===== src/hdl/fsw_regs.vh =====
// Opcodes, status field layout, masks and timing counts of the flash front end
`ifndef FSW_REGS_VH
`define FSW_REGS_VH
// ----------------------------------------
// Opcodes
// ----------------------------------------
`define FSW_OP_WREN 8'h06
`define FSW_OP_VWREN 8'h50
`define FSW_OP_WRDI 8'h04
`define FSW_OP_RDSR1 8'h05
`define FSW_OP_RDSR2 8'h35
`define FSW_OP_RDSR3 8'h15
`define FSW_OP_WRSR1 8'h01
`define FSW_OP_WRSR2 8'h31
`define FSW_OP_WRSR3 8'h11
`define FSW_OP_PP 8'h02
`define FSW_OP_QPP 8'h32
`define FSW_OP_SECPP 8'h42
`define FSW_OP_SECER 8'h44
`define FSW_OP_SE4K 8'h20
`define FSW_OP_BE32K 8'h52
`define FSW_OP_BE64K 8'hD8
`define FSW_OP_CE1 8'hC7
`define FSW_OP_CE2 8'h60
`define FSW_OP_RD_DIO 8'hBB
`define FSW_OP_RD_QIO 8'hEB
`define FSW_OP_RD_WQIO 8'hE7
// ----------------------------------------
// Field positions
// ----------------------------------------
`define FSW_SR1_BUSY 0
`define FSW_SR1_WEL 1
`define FSW_SR2_SRL 0
`define FSW_SR2_QE 1
// ----------------------------------------
// Writable and one-time masks, reset values
// ----------------------------------------
`define FSW_SR1_WMASK 8'hFC
`define FSW_SR2_WMASK 8'h7B
`define FSW_SR3_WMASK 8'hE0
`define FSW_SR2_OTP 8'h38
`define FSW_SR2_SRL_MASK 8'h01
`define FSW_SR2_QE_MASK 8'h02
`define FSW_SR1_RST 8'h00
`define FSW_SR2_RST 8'h00
`define FSW_SR3_RST 8'h00
// ----------------------------------------
// Lengths and timing
// ----------------------------------------
`define FSW_ADDR_BITS 24
`define FSW_QIO_DUMMY 3'h4
`define FSW_WQIO_DUMMY 3'h2
`define FSW_PAGE_BYTES 256
`define FSW_CLK_MHZ 40
`define FSW_TW_US 100
`define FSW_BUSY_CYCLES (`FSW_TW_US * `FSW_CLK_MHZ)
`endif


===== src/hdl/fsw_front_end.v =====
// Serial flash command front end: lanes, write enable, status registers
//
// Behaviour
// - Status read repeats until chip select rises
// - Program data wraps within 256-byte page
// - Dual address: odd bits lane one
// - Dual data: odd bit lane one, MSB first
// - Quad address nibbles, mode after address
// - Quad data: upper nibble first
// - Quad read four dummies, word read two
// - Four-lane mode: opcode two clocks, address six except BBh (twelve)
// - 06h sets write enable latch
// - 50h arms one volatile status write
// - 04h clears write enable latch
// - Latch cleared at reset and completions
// - Status registers shift out MSB first
// - Status reads allowed while busy
// - Only writable fields change, lock bits sticky
// - Non-volatile write needs latch set
// - Volatile write keeps locks, reset restores
// - Busy during self-timed write, then latch clears
// - Quad enable frozen in four-lane mode
// - 01h with sixteen bits writes two registers
`timescale 1ns/100ps
`default_nettype none
`include "fsw_regs.vh"
module fsw_front_end #(
   parameter BUSY_CYCLES = `FSW_BUSY_CYCLES
)(
   // Clock and reset
   input wire core_clk_in,
   input wire reset_in,
   // Serial link pins
   input wire cs_n_in,
   input wire sclk_in,
   input wire [3:0] io_in,
   output reg [3:0] io_out,
   output reg [3:0] io_oe_out,
   // Mode and control
   input wire four_lane_command_mode_in,
   input wire restore_in,
   // Array side
   input wire [7:0] array_data_in,
   output reg [23:0] array_addr_out,
   output reg exec_pulse_out,
   output reg [7:0] exec_opcode_out,
   input wire [7:0] page_rd_addr_in,
   output wire [7:0] page_rd_data_out,
   // Status
   output reg busy_out,
   output reg write_enable_latch_out,
   output reg [7:0] status2_out,
   output reg [7:0] status3_out,
   output reg [7:0] status1_hi_out
);
   // ----------------------------------------
   // Phases
   // ----------------------------------------
   localparam P_CMD = 7'h01;
   localparam P_ADDR = 7'h02;
   localparam P_MODE = 7'h04;
   localparam P_DUMMY = 7'h08;
   localparam P_DOUT = 7'h10;
   localparam P_DIN = 7'h20;
   localparam P_SKIP = 7'h40;

   // ----------------------------------------
   // Pin synchronisers and edges
   // ----------------------------------------
   wire [5:0] pins_s;
   reg clk_d_r;
   reg cs_d_r;
   fsw_sync #(.W(6)) u_sync (
      .core_clk_in(core_clk_in),
      .reset_in(reset_in),
      .d_in({cs_n_in, sclk_in, io_in}),
      .q_out(pins_s)
   );
   wire cs_s = pins_s[5];
   wire clk_s = pins_s[4];
   wire [3:0] io_s = pins_s[3:0];
   wire rise = clk_s & ~clk_d_r & ~cs_s;
   wire fall = ~clk_s & clk_d_r & ~cs_s;
   wire cs_end = cs_s & ~cs_d_r;

   // ----------------------------------------
   // Frame state
   // ----------------------------------------
   reg [6:0] phase_r;
   reg [2:0] lw_r;
   reg [4:0] cnt_r;
   reg [23:0] sh_r;
   reg [23:0] sh_nxt;
   reg [7:0] op_r;
   reg [2:0] dummy_r;
   reg [7:0] out_sh_r;
   reg [3:0] ocnt_r;
   reg [1:0] nbytes_r;
   reg [7:0] wb0_r;
   reg [7:0] wb1_r;
   reg [7:0] pidx_r;
   reg pgot_r;
   reg varm_r;
   reg [31:0] bcnt_r;
   reg [7:0] v_sr1_r, v_sr2_r, v_sr3_r;
   reg [7:0] nv_sr1_r, nv_sr2_r, nv_sr3_r;
   wire [4:0] cnt_nxt = cnt_r + {2'h0, lw_r};
   wire four_lane_command_mode = four_lane_command_mode_in;
   wire [7:0] sr1_rd = {v_sr1_r[7:2], write_enable_latch_out, busy_out};
   wire pbuf_we = rise & (phase_r == P_DIN) & (cnt_nxt == 5'h08) & (op_r != `FSW_OP_WRSR1)
      & (op_r != `FSW_OP_WRSR2) & (op_r != `FSW_OP_WRSR3);

   fsw_page_buf #(.DEPTH(`FSW_PAGE_BYTES), .AW(8)) u_pbuf (
      .core_clk_in(core_clk_in),
      .wr_en_in(pbuf_we),
      .wr_addr_in(pidx_r),
      .wr_data_in(sh_nxt[7:0]),
      .rd_addr_in(page_rd_addr_in),
      .rd_data_out(page_rd_data_out)
   );

   always @*
   begin
      case (lw_r)
         3'h4: sh_nxt = {sh_r[19:0], io_s};
         3'h2: sh_nxt = {sh_r[21:0], io_s[1:0]};
         default: sh_nxt = {sh_r[22:0], io_s[0]};
      endcase
   end

   // Merge of written byte into a status register
   function [7:0] sr_merge;
      input [7:0] old;
      input [7:0] dat;
      input [7:0] wmask;
      input [7:0] keep1;
      begin
         sr_merge = (old & ~wmask) | (dat & wmask) | (old & keep1);
      end
   endfunction

   // Lanes driven from the top of a byte
   function [3:0] lanes;
      input [7:0] b;
      input [2:0] lw;
      begin
         case (lw)
            3'h4: lanes = b[7:4];
            3'h2: lanes = {2'h0, b[7:6]};
            default: lanes = {2'h0, b[7], 1'h0};
         endcase
      end
   endfunction

   wire is_sw = (op_r == `FSW_OP_WRSR1) | (op_r == `FSW_OP_WRSR2) | (op_r == `FSW_OP_WRSR3);
   wire is_pgm = (op_r == `FSW_OP_PP) | (op_r == `FSW_OP_QPP) | (op_r == `FSW_OP_SECPP);
   wire is_ers = (op_r == `FSW_OP_SE4K) | (op_r == `FSW_OP_BE32K) | (op_r == `FSW_OP_BE64K)
      | (op_r == `FSW_OP_CE1) | (op_r == `FSW_OP_CE2) | (op_r == `FSW_OP_SECER);
   wire sw_len_ok = (cnt_r == 5'h00) & ((nbytes_r == 2'h1) | ((nbytes_r == 2'h2) & (op_r == `FSW_OP_WRSR1)));
   wire [7:0] sr2_wm = four_lane_command_mode ? (`FSW_SR2_WMASK & ~`FSW_SR2_QE_MASK) : `FSW_SR2_WMASK;
   wire [7:0] byte_rd = (op_r == `FSW_OP_RDSR2) ? v_sr2_r :
      (op_r == `FSW_OP_RDSR3) ? v_sr3_r : (op_r == `FSW_OP_RDSR1) ? sr1_rd : array_data_in;

   // ----------------------------------------
   // Frame sequencer
   // ----------------------------------------
   always @(posedge core_clk_in)
   begin
      if (reset_in)
      begin
         clk_d_r <= 1'h0;
         cs_d_r <= 1'h1;
         phase_r <= P_CMD;
         lw_r <= 3'h1;
         cnt_r <= 5'h00;
         sh_r <= 24'h000000;
         op_r <= 8'h00;
         dummy_r <= 3'h0;
         out_sh_r <= 8'h00;
         ocnt_r <= 4'h0;
         nbytes_r <= 2'h0;
         wb0_r <= 8'h00;
         wb1_r <= 8'h00;
         pidx_r <= 8'h00;
         pgot_r <= 1'h0;
         io_out <= 4'h0;
         io_oe_out <= 4'h0;
         array_addr_out <= 24'h000000;
      end
      else
      begin
         clk_d_r <= clk_s;
         cs_d_r <= cs_s;
         if (cs_s)
         begin
            phase_r <= P_CMD;
            lw_r <= four_lane_command_mode ? 3'h4 : 3'h1;
            cnt_r <= 5'h00;
            ocnt_r <= 4'h0;
            io_oe_out <= 4'h0;
         end
         else if (rise)
         begin
            sh_r <= sh_nxt;
            case (phase_r)
               P_CMD:
               begin
                  cnt_r <= cnt_nxt;
                  if (cnt_nxt == 5'h08)
                  begin
                     cnt_r <= 5'h00;
                     op_r <= sh_nxt[7:0];
                     nbytes_r <= 2'h0;
                     pgot_r <= 1'h0;
                     case (sh_nxt[7:0])
                        `FSW_OP_RDSR1, `FSW_OP_RDSR2, `FSW_OP_RDSR3:
                           phase_r <= P_DOUT;
                        `FSW_OP_WRSR1, `FSW_OP_WRSR2, `FSW_OP_WRSR3:
                           phase_r <= P_DIN;
                        `FSW_OP_PP, `FSW_OP_QPP, `FSW_OP_SECPP, `FSW_OP_SECER,
                        `FSW_OP_SE4K, `FSW_OP_BE32K, `FSW_OP_BE64K:
                           phase_r <= P_ADDR;
                        `FSW_OP_RD_DIO:
                        begin
                           phase_r <= P_ADDR;
                           lw_r <= 3'h2;
                        end
                        `FSW_OP_RD_QIO, `FSW_OP_RD_WQIO:
                        begin
                           phase_r <= P_ADDR;
                           lw_r <= 3'h4;
                        end
                        default:
                           phase_r <= P_SKIP;
                     endcase
                  end
               end
               P_ADDR:
               begin
                  cnt_r <= cnt_nxt;
                  if (cnt_nxt == `FSW_ADDR_BITS)
                  begin
                     cnt_r <= 5'h00;
                     array_addr_out <= sh_nxt;
                     pidx_r <= sh_nxt[7:0];
                     if (is_pgm)
                     begin
                        phase_r <= P_DIN;
                        lw_r <= (op_r == `FSW_OP_QPP) ? 3'h4 : lw_r;
                     end
                     else if (is_ers)
                        phase_r <= P_SKIP;
                     else
                        phase_r <= P_MODE;
                  end
               end
               P_MODE:
               begin
                  cnt_r <= cnt_nxt;
                  if (cnt_nxt == 5'h08)
                  begin
                     cnt_r <= 5'h00;
                     dummy_r <= (op_r == `FSW_OP_RD_QIO) ? `FSW_QIO_DUMMY :
                        (op_r == `FSW_OP_RD_WQIO) ? `FSW_WQIO_DUMMY : 3'h0;
                     phase_r <= (op_r == `FSW_OP_RD_DIO) ? P_DOUT : P_DUMMY;
                  end
               end
               P_DUMMY:
               begin
                  cnt_r <= cnt_r + 5'h01;
                  if (cnt_r + 5'h01 == {2'h0, dummy_r})
                  begin
                     cnt_r <= 5'h00;
                     phase_r <= P_DOUT;
                  end
               end
               P_DIN:
               begin
                  cnt_r <= cnt_nxt;
                  if (cnt_nxt == 5'h08)
                  begin
                     cnt_r <= 5'h00;
                     if (is_sw)
                     begin
                        if (nbytes_r == 2'h0)
                           wb0_r <= sh_nxt[7:0];
                        else if (nbytes_r == 2'h1)
                           wb1_r <= sh_nxt[7:0];
                        if (nbytes_r != 2'h3)
                           nbytes_r <= nbytes_r + 2'h1;
                     end
                     else
                     begin
                        pidx_r <= pidx_r + 8'h01;
                        pgot_r <= 1'h1;
                     end
                  end
               end
               default:
                  phase_r <= phase_r;
            endcase
         end
         else if (fall && phase_r == P_DOUT)
         begin
            io_oe_out <= (lw_r == 3'h4) ? 4'hF : (lw_r == 3'h2) ? 4'h3 : 4'h2;
            if (ocnt_r == 4'h0)
            begin
               io_out <= lanes(byte_rd, lw_r);
               out_sh_r <= byte_rd << lw_r;
               ocnt_r <= {1'h0, lw_r};
               if (byte_rd == array_data_in && op_r[7])
                  array_addr_out <= array_addr_out + 24'h000001;
            end
            else
            begin
               io_out <= lanes(out_sh_r, lw_r);
               out_sh_r <= out_sh_r << lw_r;
               ocnt_r <= (ocnt_r + {1'h0, lw_r} == 4'h8) ? 4'h0 : ocnt_r + {1'h0, lw_r};
            end
         end
      end
   end

   // ----------------------------------------
   // Write enable, busy and status registers
   // ----------------------------------------
   always @(posedge core_clk_in)
   begin
      if (reset_in)
      begin
         write_enable_latch_out <= 1'h0;
         busy_out <= 1'h0;
         bcnt_r <= 32'h00000000;
         varm_r <= 1'h0;
         exec_pulse_out <= 1'h0;
         exec_opcode_out <= 8'h00;
         nv_sr1_r <= `FSW_SR1_RST;
         nv_sr2_r <= `FSW_SR2_RST;
         nv_sr3_r <= `FSW_SR3_RST;
         v_sr1_r <= `FSW_SR1_RST;
         v_sr2_r <= `FSW_SR2_RST;
         v_sr3_r <= `FSW_SR3_RST;
         status1_hi_out <= `FSW_SR1_RST;
         status2_out <= `FSW_SR2_RST;
         status3_out <= `FSW_SR3_RST;
      end
      else
      begin
         exec_pulse_out <= 1'h0;
         if (busy_out)
         begin
            bcnt_r <= bcnt_r - 32'h00000001;
            if (bcnt_r == 32'h00000001)
            begin
               busy_out <= 1'h0;
               write_enable_latch_out <= 1'h0;
            end
         end
         if (restore_in)
         begin
            v_sr1_r <= nv_sr1_r;
            v_sr2_r <= nv_sr2_r;
            v_sr3_r <= nv_sr3_r;
            write_enable_latch_out <= 1'h0;
            varm_r <= 1'h0;
         end
         else if (cs_end && !busy_out && phase_r != P_CMD)
         begin
            varm_r <= 1'h0;
            if (op_r == `FSW_OP_WREN)
               write_enable_latch_out <= 1'h1;
            else if (op_r == `FSW_OP_WRDI)
               write_enable_latch_out <= 1'h0;
            else if (op_r == `FSW_OP_VWREN)
               varm_r <= 1'h1;
            else if (is_sw && sw_len_ok && varm_r)
            begin
               if (op_r == `FSW_OP_WRSR1)
                  v_sr1_r <= sr_merge(v_sr1_r, wb0_r, `FSW_SR1_WMASK, 8'h00);
               if (op_r == `FSW_OP_WRSR2 || nbytes_r == 2'h2)
                  v_sr2_r <= sr_merge(v_sr2_r, (op_r == `FSW_OP_WRSR2) ? wb0_r : wb1_r, sr2_wm,
                     `FSW_SR2_OTP | `FSW_SR2_SRL_MASK);
               if (op_r == `FSW_OP_WRSR3)
                  v_sr3_r <= sr_merge(v_sr3_r, wb0_r, `FSW_SR3_WMASK, 8'h00);
            end
            else if (is_sw && sw_len_ok && write_enable_latch_out)
            begin
               if (op_r == `FSW_OP_WRSR1)
               begin
                  v_sr1_r <= sr_merge(nv_sr1_r, wb0_r, `FSW_SR1_WMASK, 8'h00);
                  nv_sr1_r <= sr_merge(nv_sr1_r, wb0_r, `FSW_SR1_WMASK, 8'h00);
               end
               if (op_r == `FSW_OP_WRSR2 || nbytes_r == 2'h2)
               begin
                  v_sr2_r <= sr_merge(nv_sr2_r, (op_r == `FSW_OP_WRSR2) ? wb0_r : wb1_r, sr2_wm, `FSW_SR2_OTP);
                  nv_sr2_r <= sr_merge(nv_sr2_r, (op_r == `FSW_OP_WRSR2) ? wb0_r : wb1_r, sr2_wm, `FSW_SR2_OTP);
               end
               if (op_r == `FSW_OP_WRSR3)
               begin
                  v_sr3_r <= sr_merge(nv_sr3_r, wb0_r, `FSW_SR3_WMASK, 8'h00);
                  nv_sr3_r <= sr_merge(nv_sr3_r, wb0_r, `FSW_SR3_WMASK, 8'h00);
               end
               busy_out <= 1'h1;
               bcnt_r <= BUSY_CYCLES;
            end
            else if (write_enable_latch_out && ((is_pgm && pgot_r) || (is_ers && cnt_r == 5'h00)))
            begin
               exec_pulse_out <= 1'h1;
               exec_opcode_out <= op_r;
               busy_out <= 1'h1;
               bcnt_r <= BUSY_CYCLES;
            end
         end
         status1_hi_out <= v_sr1_r;
         status2_out <= v_sr2_r;
         status3_out <= v_sr3_r;
      end
   end
endmodule // fsw_front_end
`default_nettype wire


===== src/hdl/fsw_sync.v =====
// Two-flop synchroniser for pin inputs
`timescale 1ns/100ps
`default_nettype none
module fsw_sync #(
   parameter W = 1
)(
   // Clock and reset
   input wire core_clk_in,
   input wire reset_in,
   // Data
   input wire [W-1:0] d_in,
   output reg [W-1:0] q_out
);
   reg [W-1:0] meta_r;
   always @(posedge core_clk_in)
   begin
      if (reset_in)
      begin
         meta_r <= {W{1'b0}};
         q_out <= {W{1'b0}};
      end
      else
      begin
         meta_r <= d_in;
         q_out <= meta_r;
      end
   end
endmodule // fsw_sync
`default_nettype wire


===== src/hdl/fsw_page_buf.v =====
// Page data buffer with registered read
`timescale 1ns/100ps
`default_nettype none
module fsw_page_buf #(
   parameter DEPTH = 256,
   parameter AW = 8
)(
   // Clock
   input wire core_clk_in,
   // Write port
   input wire wr_en_in,
   input wire [AW-1:0] wr_addr_in,
   input wire [7:0] wr_data_in,
   // Read port
   input wire [AW-1:0] rd_addr_in,
   output reg [7:0] rd_data_out
);
   reg [7:0] mem_r [0:DEPTH-1];
   always @(posedge core_clk_in)
   begin
      if (wr_en_in)
         mem_r[wr_addr_in] <= wr_data_in;
      rd_data_out <= mem_r[rd_addr_in];
   end
endmodule // fsw_page_buf
`default_nettype wire


===== config.mk =====
export PLATFORM = sky130hd
export DESIGN_NAME = fsw_front_end
export DESIGN_NICKNAME = d
export VERILOG_FILES = /design/src/hdl/fsw_front_end.v /design/src/hdl/fsw_sync.v /design/src/hdl/fsw_page_buf.v
export VERILOG_INCLUDE_DIRS = /design/src /design/src/hdl
export SDC_FILE = /design/constraint.sdc
export NUM_CORES = 2
export LEC_CHECK = 0
export BUFFER_PORTS_ARGS = -buffer_cell sky130_fd_sc_hd__buf_2
export CAP_MARGIN = 20
export CORE_ASPECT_RATIO = 2
export CORE_MARGIN = 4
export CORE_UTILIZATION = 35
export DETAILED_ROUTE_END_ITERATION = 7
export PLACE_DENSITY = 0.6
export SYNTH_ARGS = -nofsm -noshare
export SYNTH_HDL_FRONTEND = slang
export SYNTH_SLANG_ARGS = --single-unit

===== constraint.sdc =====
create_clock -name core_clk_in -period 13.3 [get_ports core_clk_in]
set_clock_uncertainty 0.05 [all_clocks]
set_input_delay 0.665 -clock core_clk_in [delete_from_list [all_inputs] [get_ports core_clk_in]]
set_output_delay 0.665 -clock core_clk_in [all_outputs]
set_load 0.01 [all_outputs]

==> results.yml <==
power:
  switching_power_mw: 2.935
  pwr-share-seq: 0.545
  vdd_ir_drop_max_mv: 0.1227
  comb_power_share: 0.043
  intPower_mw: 11.25
  p_clk_frac: 0.411
  power.leakage_nw: 31.57
  power_density_mw_per_mm2: 140.1
  netSwitchingFraction: 0.2070
  power_mw: 14.18
sta:
  rsz0062_at_grt: "false"
  hold_slack_ns: 0.06165
  setup_tns_ns: 0
  setup_violations: 0
  finalCritPeriodShare: 0.4505
  drv_slew: 0
  period_minus_slack_ns: 5.992
  max_clock_freq_ghz: 0.1669
  slew_headroom: 0.2534
  hold_violations: 0
  worstMarginPinSlew_ns: 1.120
place:
  dp_hpwl_um: 150100
  gp_congestion: 0.8753
  dp_cells: 7869
  port_buffers: 91
die:
  core-area_mm2: 0.2567
  initial_core_util: 0.3518
  chipHeight_um: 726.3
  fp.dieW_um: 367.2
  die-area_mm2: 0.2667
  io_pins: 101
  rows: 263
clocking:
  cts_buffers: 193
  cts.clk_slew.worst_paths_ns: 0.07
  cts.sinks: 2275
  clock_path_buffers: 4
  cts_root_buf: "clkbuf_16"
  cts_max_level: 4
  clkLatencyLatePin_ns: 0.84
  post-cts-setup-buffers: 0
  cts_tree: "built"
global_route:
  first_global_vias: 47020
  grt_max_degree: 176
  grt_use_total: 0.1715
  grt_pass1_wl_um: 336500
  antenna_found_initial: 4
  grt_overflow_total: 0
routing:
  dr.pass1.iters: 5
  post_drt_wl_per_cell_um: 28.12
  drt-initial-drc-count: 3748
  vias: 44600
  viasPerCell: 5.419
  drc: 0
  ant_nets: 0
  totalWireLength_um: 231400
finish:
  fillers: 22760
  fin_cells: 8229
  final_nets: 4809
  area_growth_syn_to_layout_pct: 12.14
  drive_gt1_frac: 0.2419
logic_synthesis:
  synth_warnings: 0
  synth_async_sr_flop_share: 0
  synth_cell_types: 96
  netlist_instances: 4671
  synth.yosys.seq_area_share: 0.7314
  synthesis.area_mm2: 0.09029
  synth_top_flop_cell: "edfxtp_1"
  ys_ff_latch: 2275
  synth-edff-count: 2048
  syn_avg_cell_area_um2: 19.33
critical_path:
  timing.critical_path.from: "lw_r[1]$_SDFFE_PP0P_"
  critPathMaxFanout: 33
  r2r-start: "lw_r[1]$_SDFFE_PP0P_"
  end_kind: "register"
  required_ns: 13.66
  startpoint_type: "register"
  worst-setup-path-type: "register to register"
  cp.arrival_ns: 6.35
min_path:
  hold_class: "input port to register"
  hp-start: "reset_in"
outcome:
  outcome: "completed"
run:
  drv_cap: 0
## area by class of cell
cell class                 count  area (um^2)  area share
tap                         3312         4144     0.04092
timing repair buffer         182         1406     0.01389
antenna                        5        12.51   0.0001236
multi-input combinational   2076        23060      0.2277
clock inverter               123         1453     0.01435
sequential                  2275        66050      0.6523
inverter                      34        150.1    0.001483
clock buffer                 222         4991     0.04929
## critical path: stages (launching register included)
cell and delay [ns]:
dfxtp_1 0.31, buf_4 0.30, inv_1 0.32, fa_1 0.63, nor2b_1 0.22, nand3b_1 0.10, mux2_2 0.34, nor3_1 0.20
buf_4 0.24, nand3_1 0.42, nor2_1 0.89, nand2_1 0.70, nor2_1 0.79
## path summary, 6_finish.rpt
kind / end / slack, ns / cells past startpoint
max: u_pbuf.mem_r[239][1]$_DFFE_PP_ / 7.31 / 12
min: nv_sr2_r[1]$_SDFFE_PP0P_ / 0.06 / 2
max reg2reg: u_pbuf.mem_r[239][1]$_DFFE_PP_ / 7.31 / 12
min reg2reg: u_sync.q_out[3]$_SDFF_PP0_ / 0.38 / 1
## routing by layer
layer  up-vias  routed length [um]  track usage
li1      19140                   -            -
met1     23660               79970       0.1869
met2      1404              129200       0.3279
met3       391                9649      0.01894
met4         2               12540      0.08377
met5         -                  13            0
## power groups by stage
stage | logic (mW) | clock network (mW) | registers [mW]
3_5_place_dp | 0.622 | 0 | 7.89
6_report | 0.614 | 5.84 | 7.73
3_3_place_gp | 0.617 | 0 | 7.89
5_1_grt | 0.642 | 6.25 | 7.73
2_1_floorplan | 0.389 | 0 | 7.90
4_1_cts | 0.624 | 5.96 | 7.73
## cell usage in the layout (no fill, tap or decap), drive strengths merged, types with 52 or more instances in the layout
master,instances
o21ai,67
nor3,52
nand2,190
nor2,434
mux4,672
edfxtp,2048
a21oi,123
dfxtp,227
clkinv,69
nor2b,57
clkbuf,222
buf,176
## per-stage QoR
| step | cell area [um^2] | worst slack, ns | util |
|---|---|---|---|
| global route | 101300 | 6.989 | 0.3945 |
| detailed placement | 94630 | 7.201 | 0.3687 |
| global placement | 94520 | 7.086 | 0.3683 |
| floorplan | 90320 | 6.213 | - |
| CTS | 101100 | 7.188 | 0.3940 |
| finish | 101300 | 7.308 | 0.3945 |
## Yosys cell counts, drive strengths merged (11+ instances only)
master | n | area (um^2)
and3 | 22 | 137.6
a21oi | 123 | 619.4
or4 | 11 | 90.08
nor2 | 434 | 1632
xnor2 | 22 | 192.7
nand2 | 190 | 723.2
nor3 | 52 | 270.3
nand3 | 47 | 235.2
edfxtp | 2048 | 61500
mux4 | 672 | 15130
mux2i | 46 | 460.4
nand3b | 12 | 90.09
inv | 32 | 120.1
nor4 | 13 | 81.33
a221oi | 13 | 113.9
a22oi | 22 | 165.2
buf | 97 | 496.7
dfxtp | 227 | 4544
a21o | 11 | 82.58
a211oi | 27 | 207.7
clkbuf | 197 | 739.5
o21ai | 67 | 342.8
nand2b | 11 | 68.82
ha | 19 | 237.7
o22ai | 14 | 93.84
xor2 | 20 | 175.2
nor2b | 57 | 356.6
## state kept, by name, indices dropped and copies added (netlist names), 4 cells and up
signal and cells:
u_pbuf.mem_r 2048, bcnt_r 32, array_addr_out 24, sh_r 23, exec_opcode_out 8, op_r 8, out_sh_r 8, pidx_r 8
u_pbuf.rd_data_out 8, wb0_r 8, phase_r 7, nv_sr1_r 6, nv_sr2_r 6, status1_hi_out 6, status2_out 6, u_sync.meta_r 6
u_sync.q_out 6, v_sr1_r 6, v_sr2_r 6, wb1_r 6, cnt_r 5, io_out 4, ocnt_r 4
## cells by family after synthesis
family / Yosys count / synth area share
muxes: 720 / 0.1730
DFF: 2275 / 0.7314
adders and majority gates: 21 / 0.003076
other: 1 / 0.00004153
and+or+nand+nor: 904 / 0.04558
xor gates and xnor gates: 42 / 0.004074
AOI/OAI and AO/OA: 380 / 0.02774
buffers and inverters: 328 / 0.01510
## what timing repair did
action | CTS | global route
resized for setup | 0 | 0
hold buffers | 6 | 0
hold endpoints to repair | 6 | 0
No activity file was read; power rests on OpenSTA's default activity.
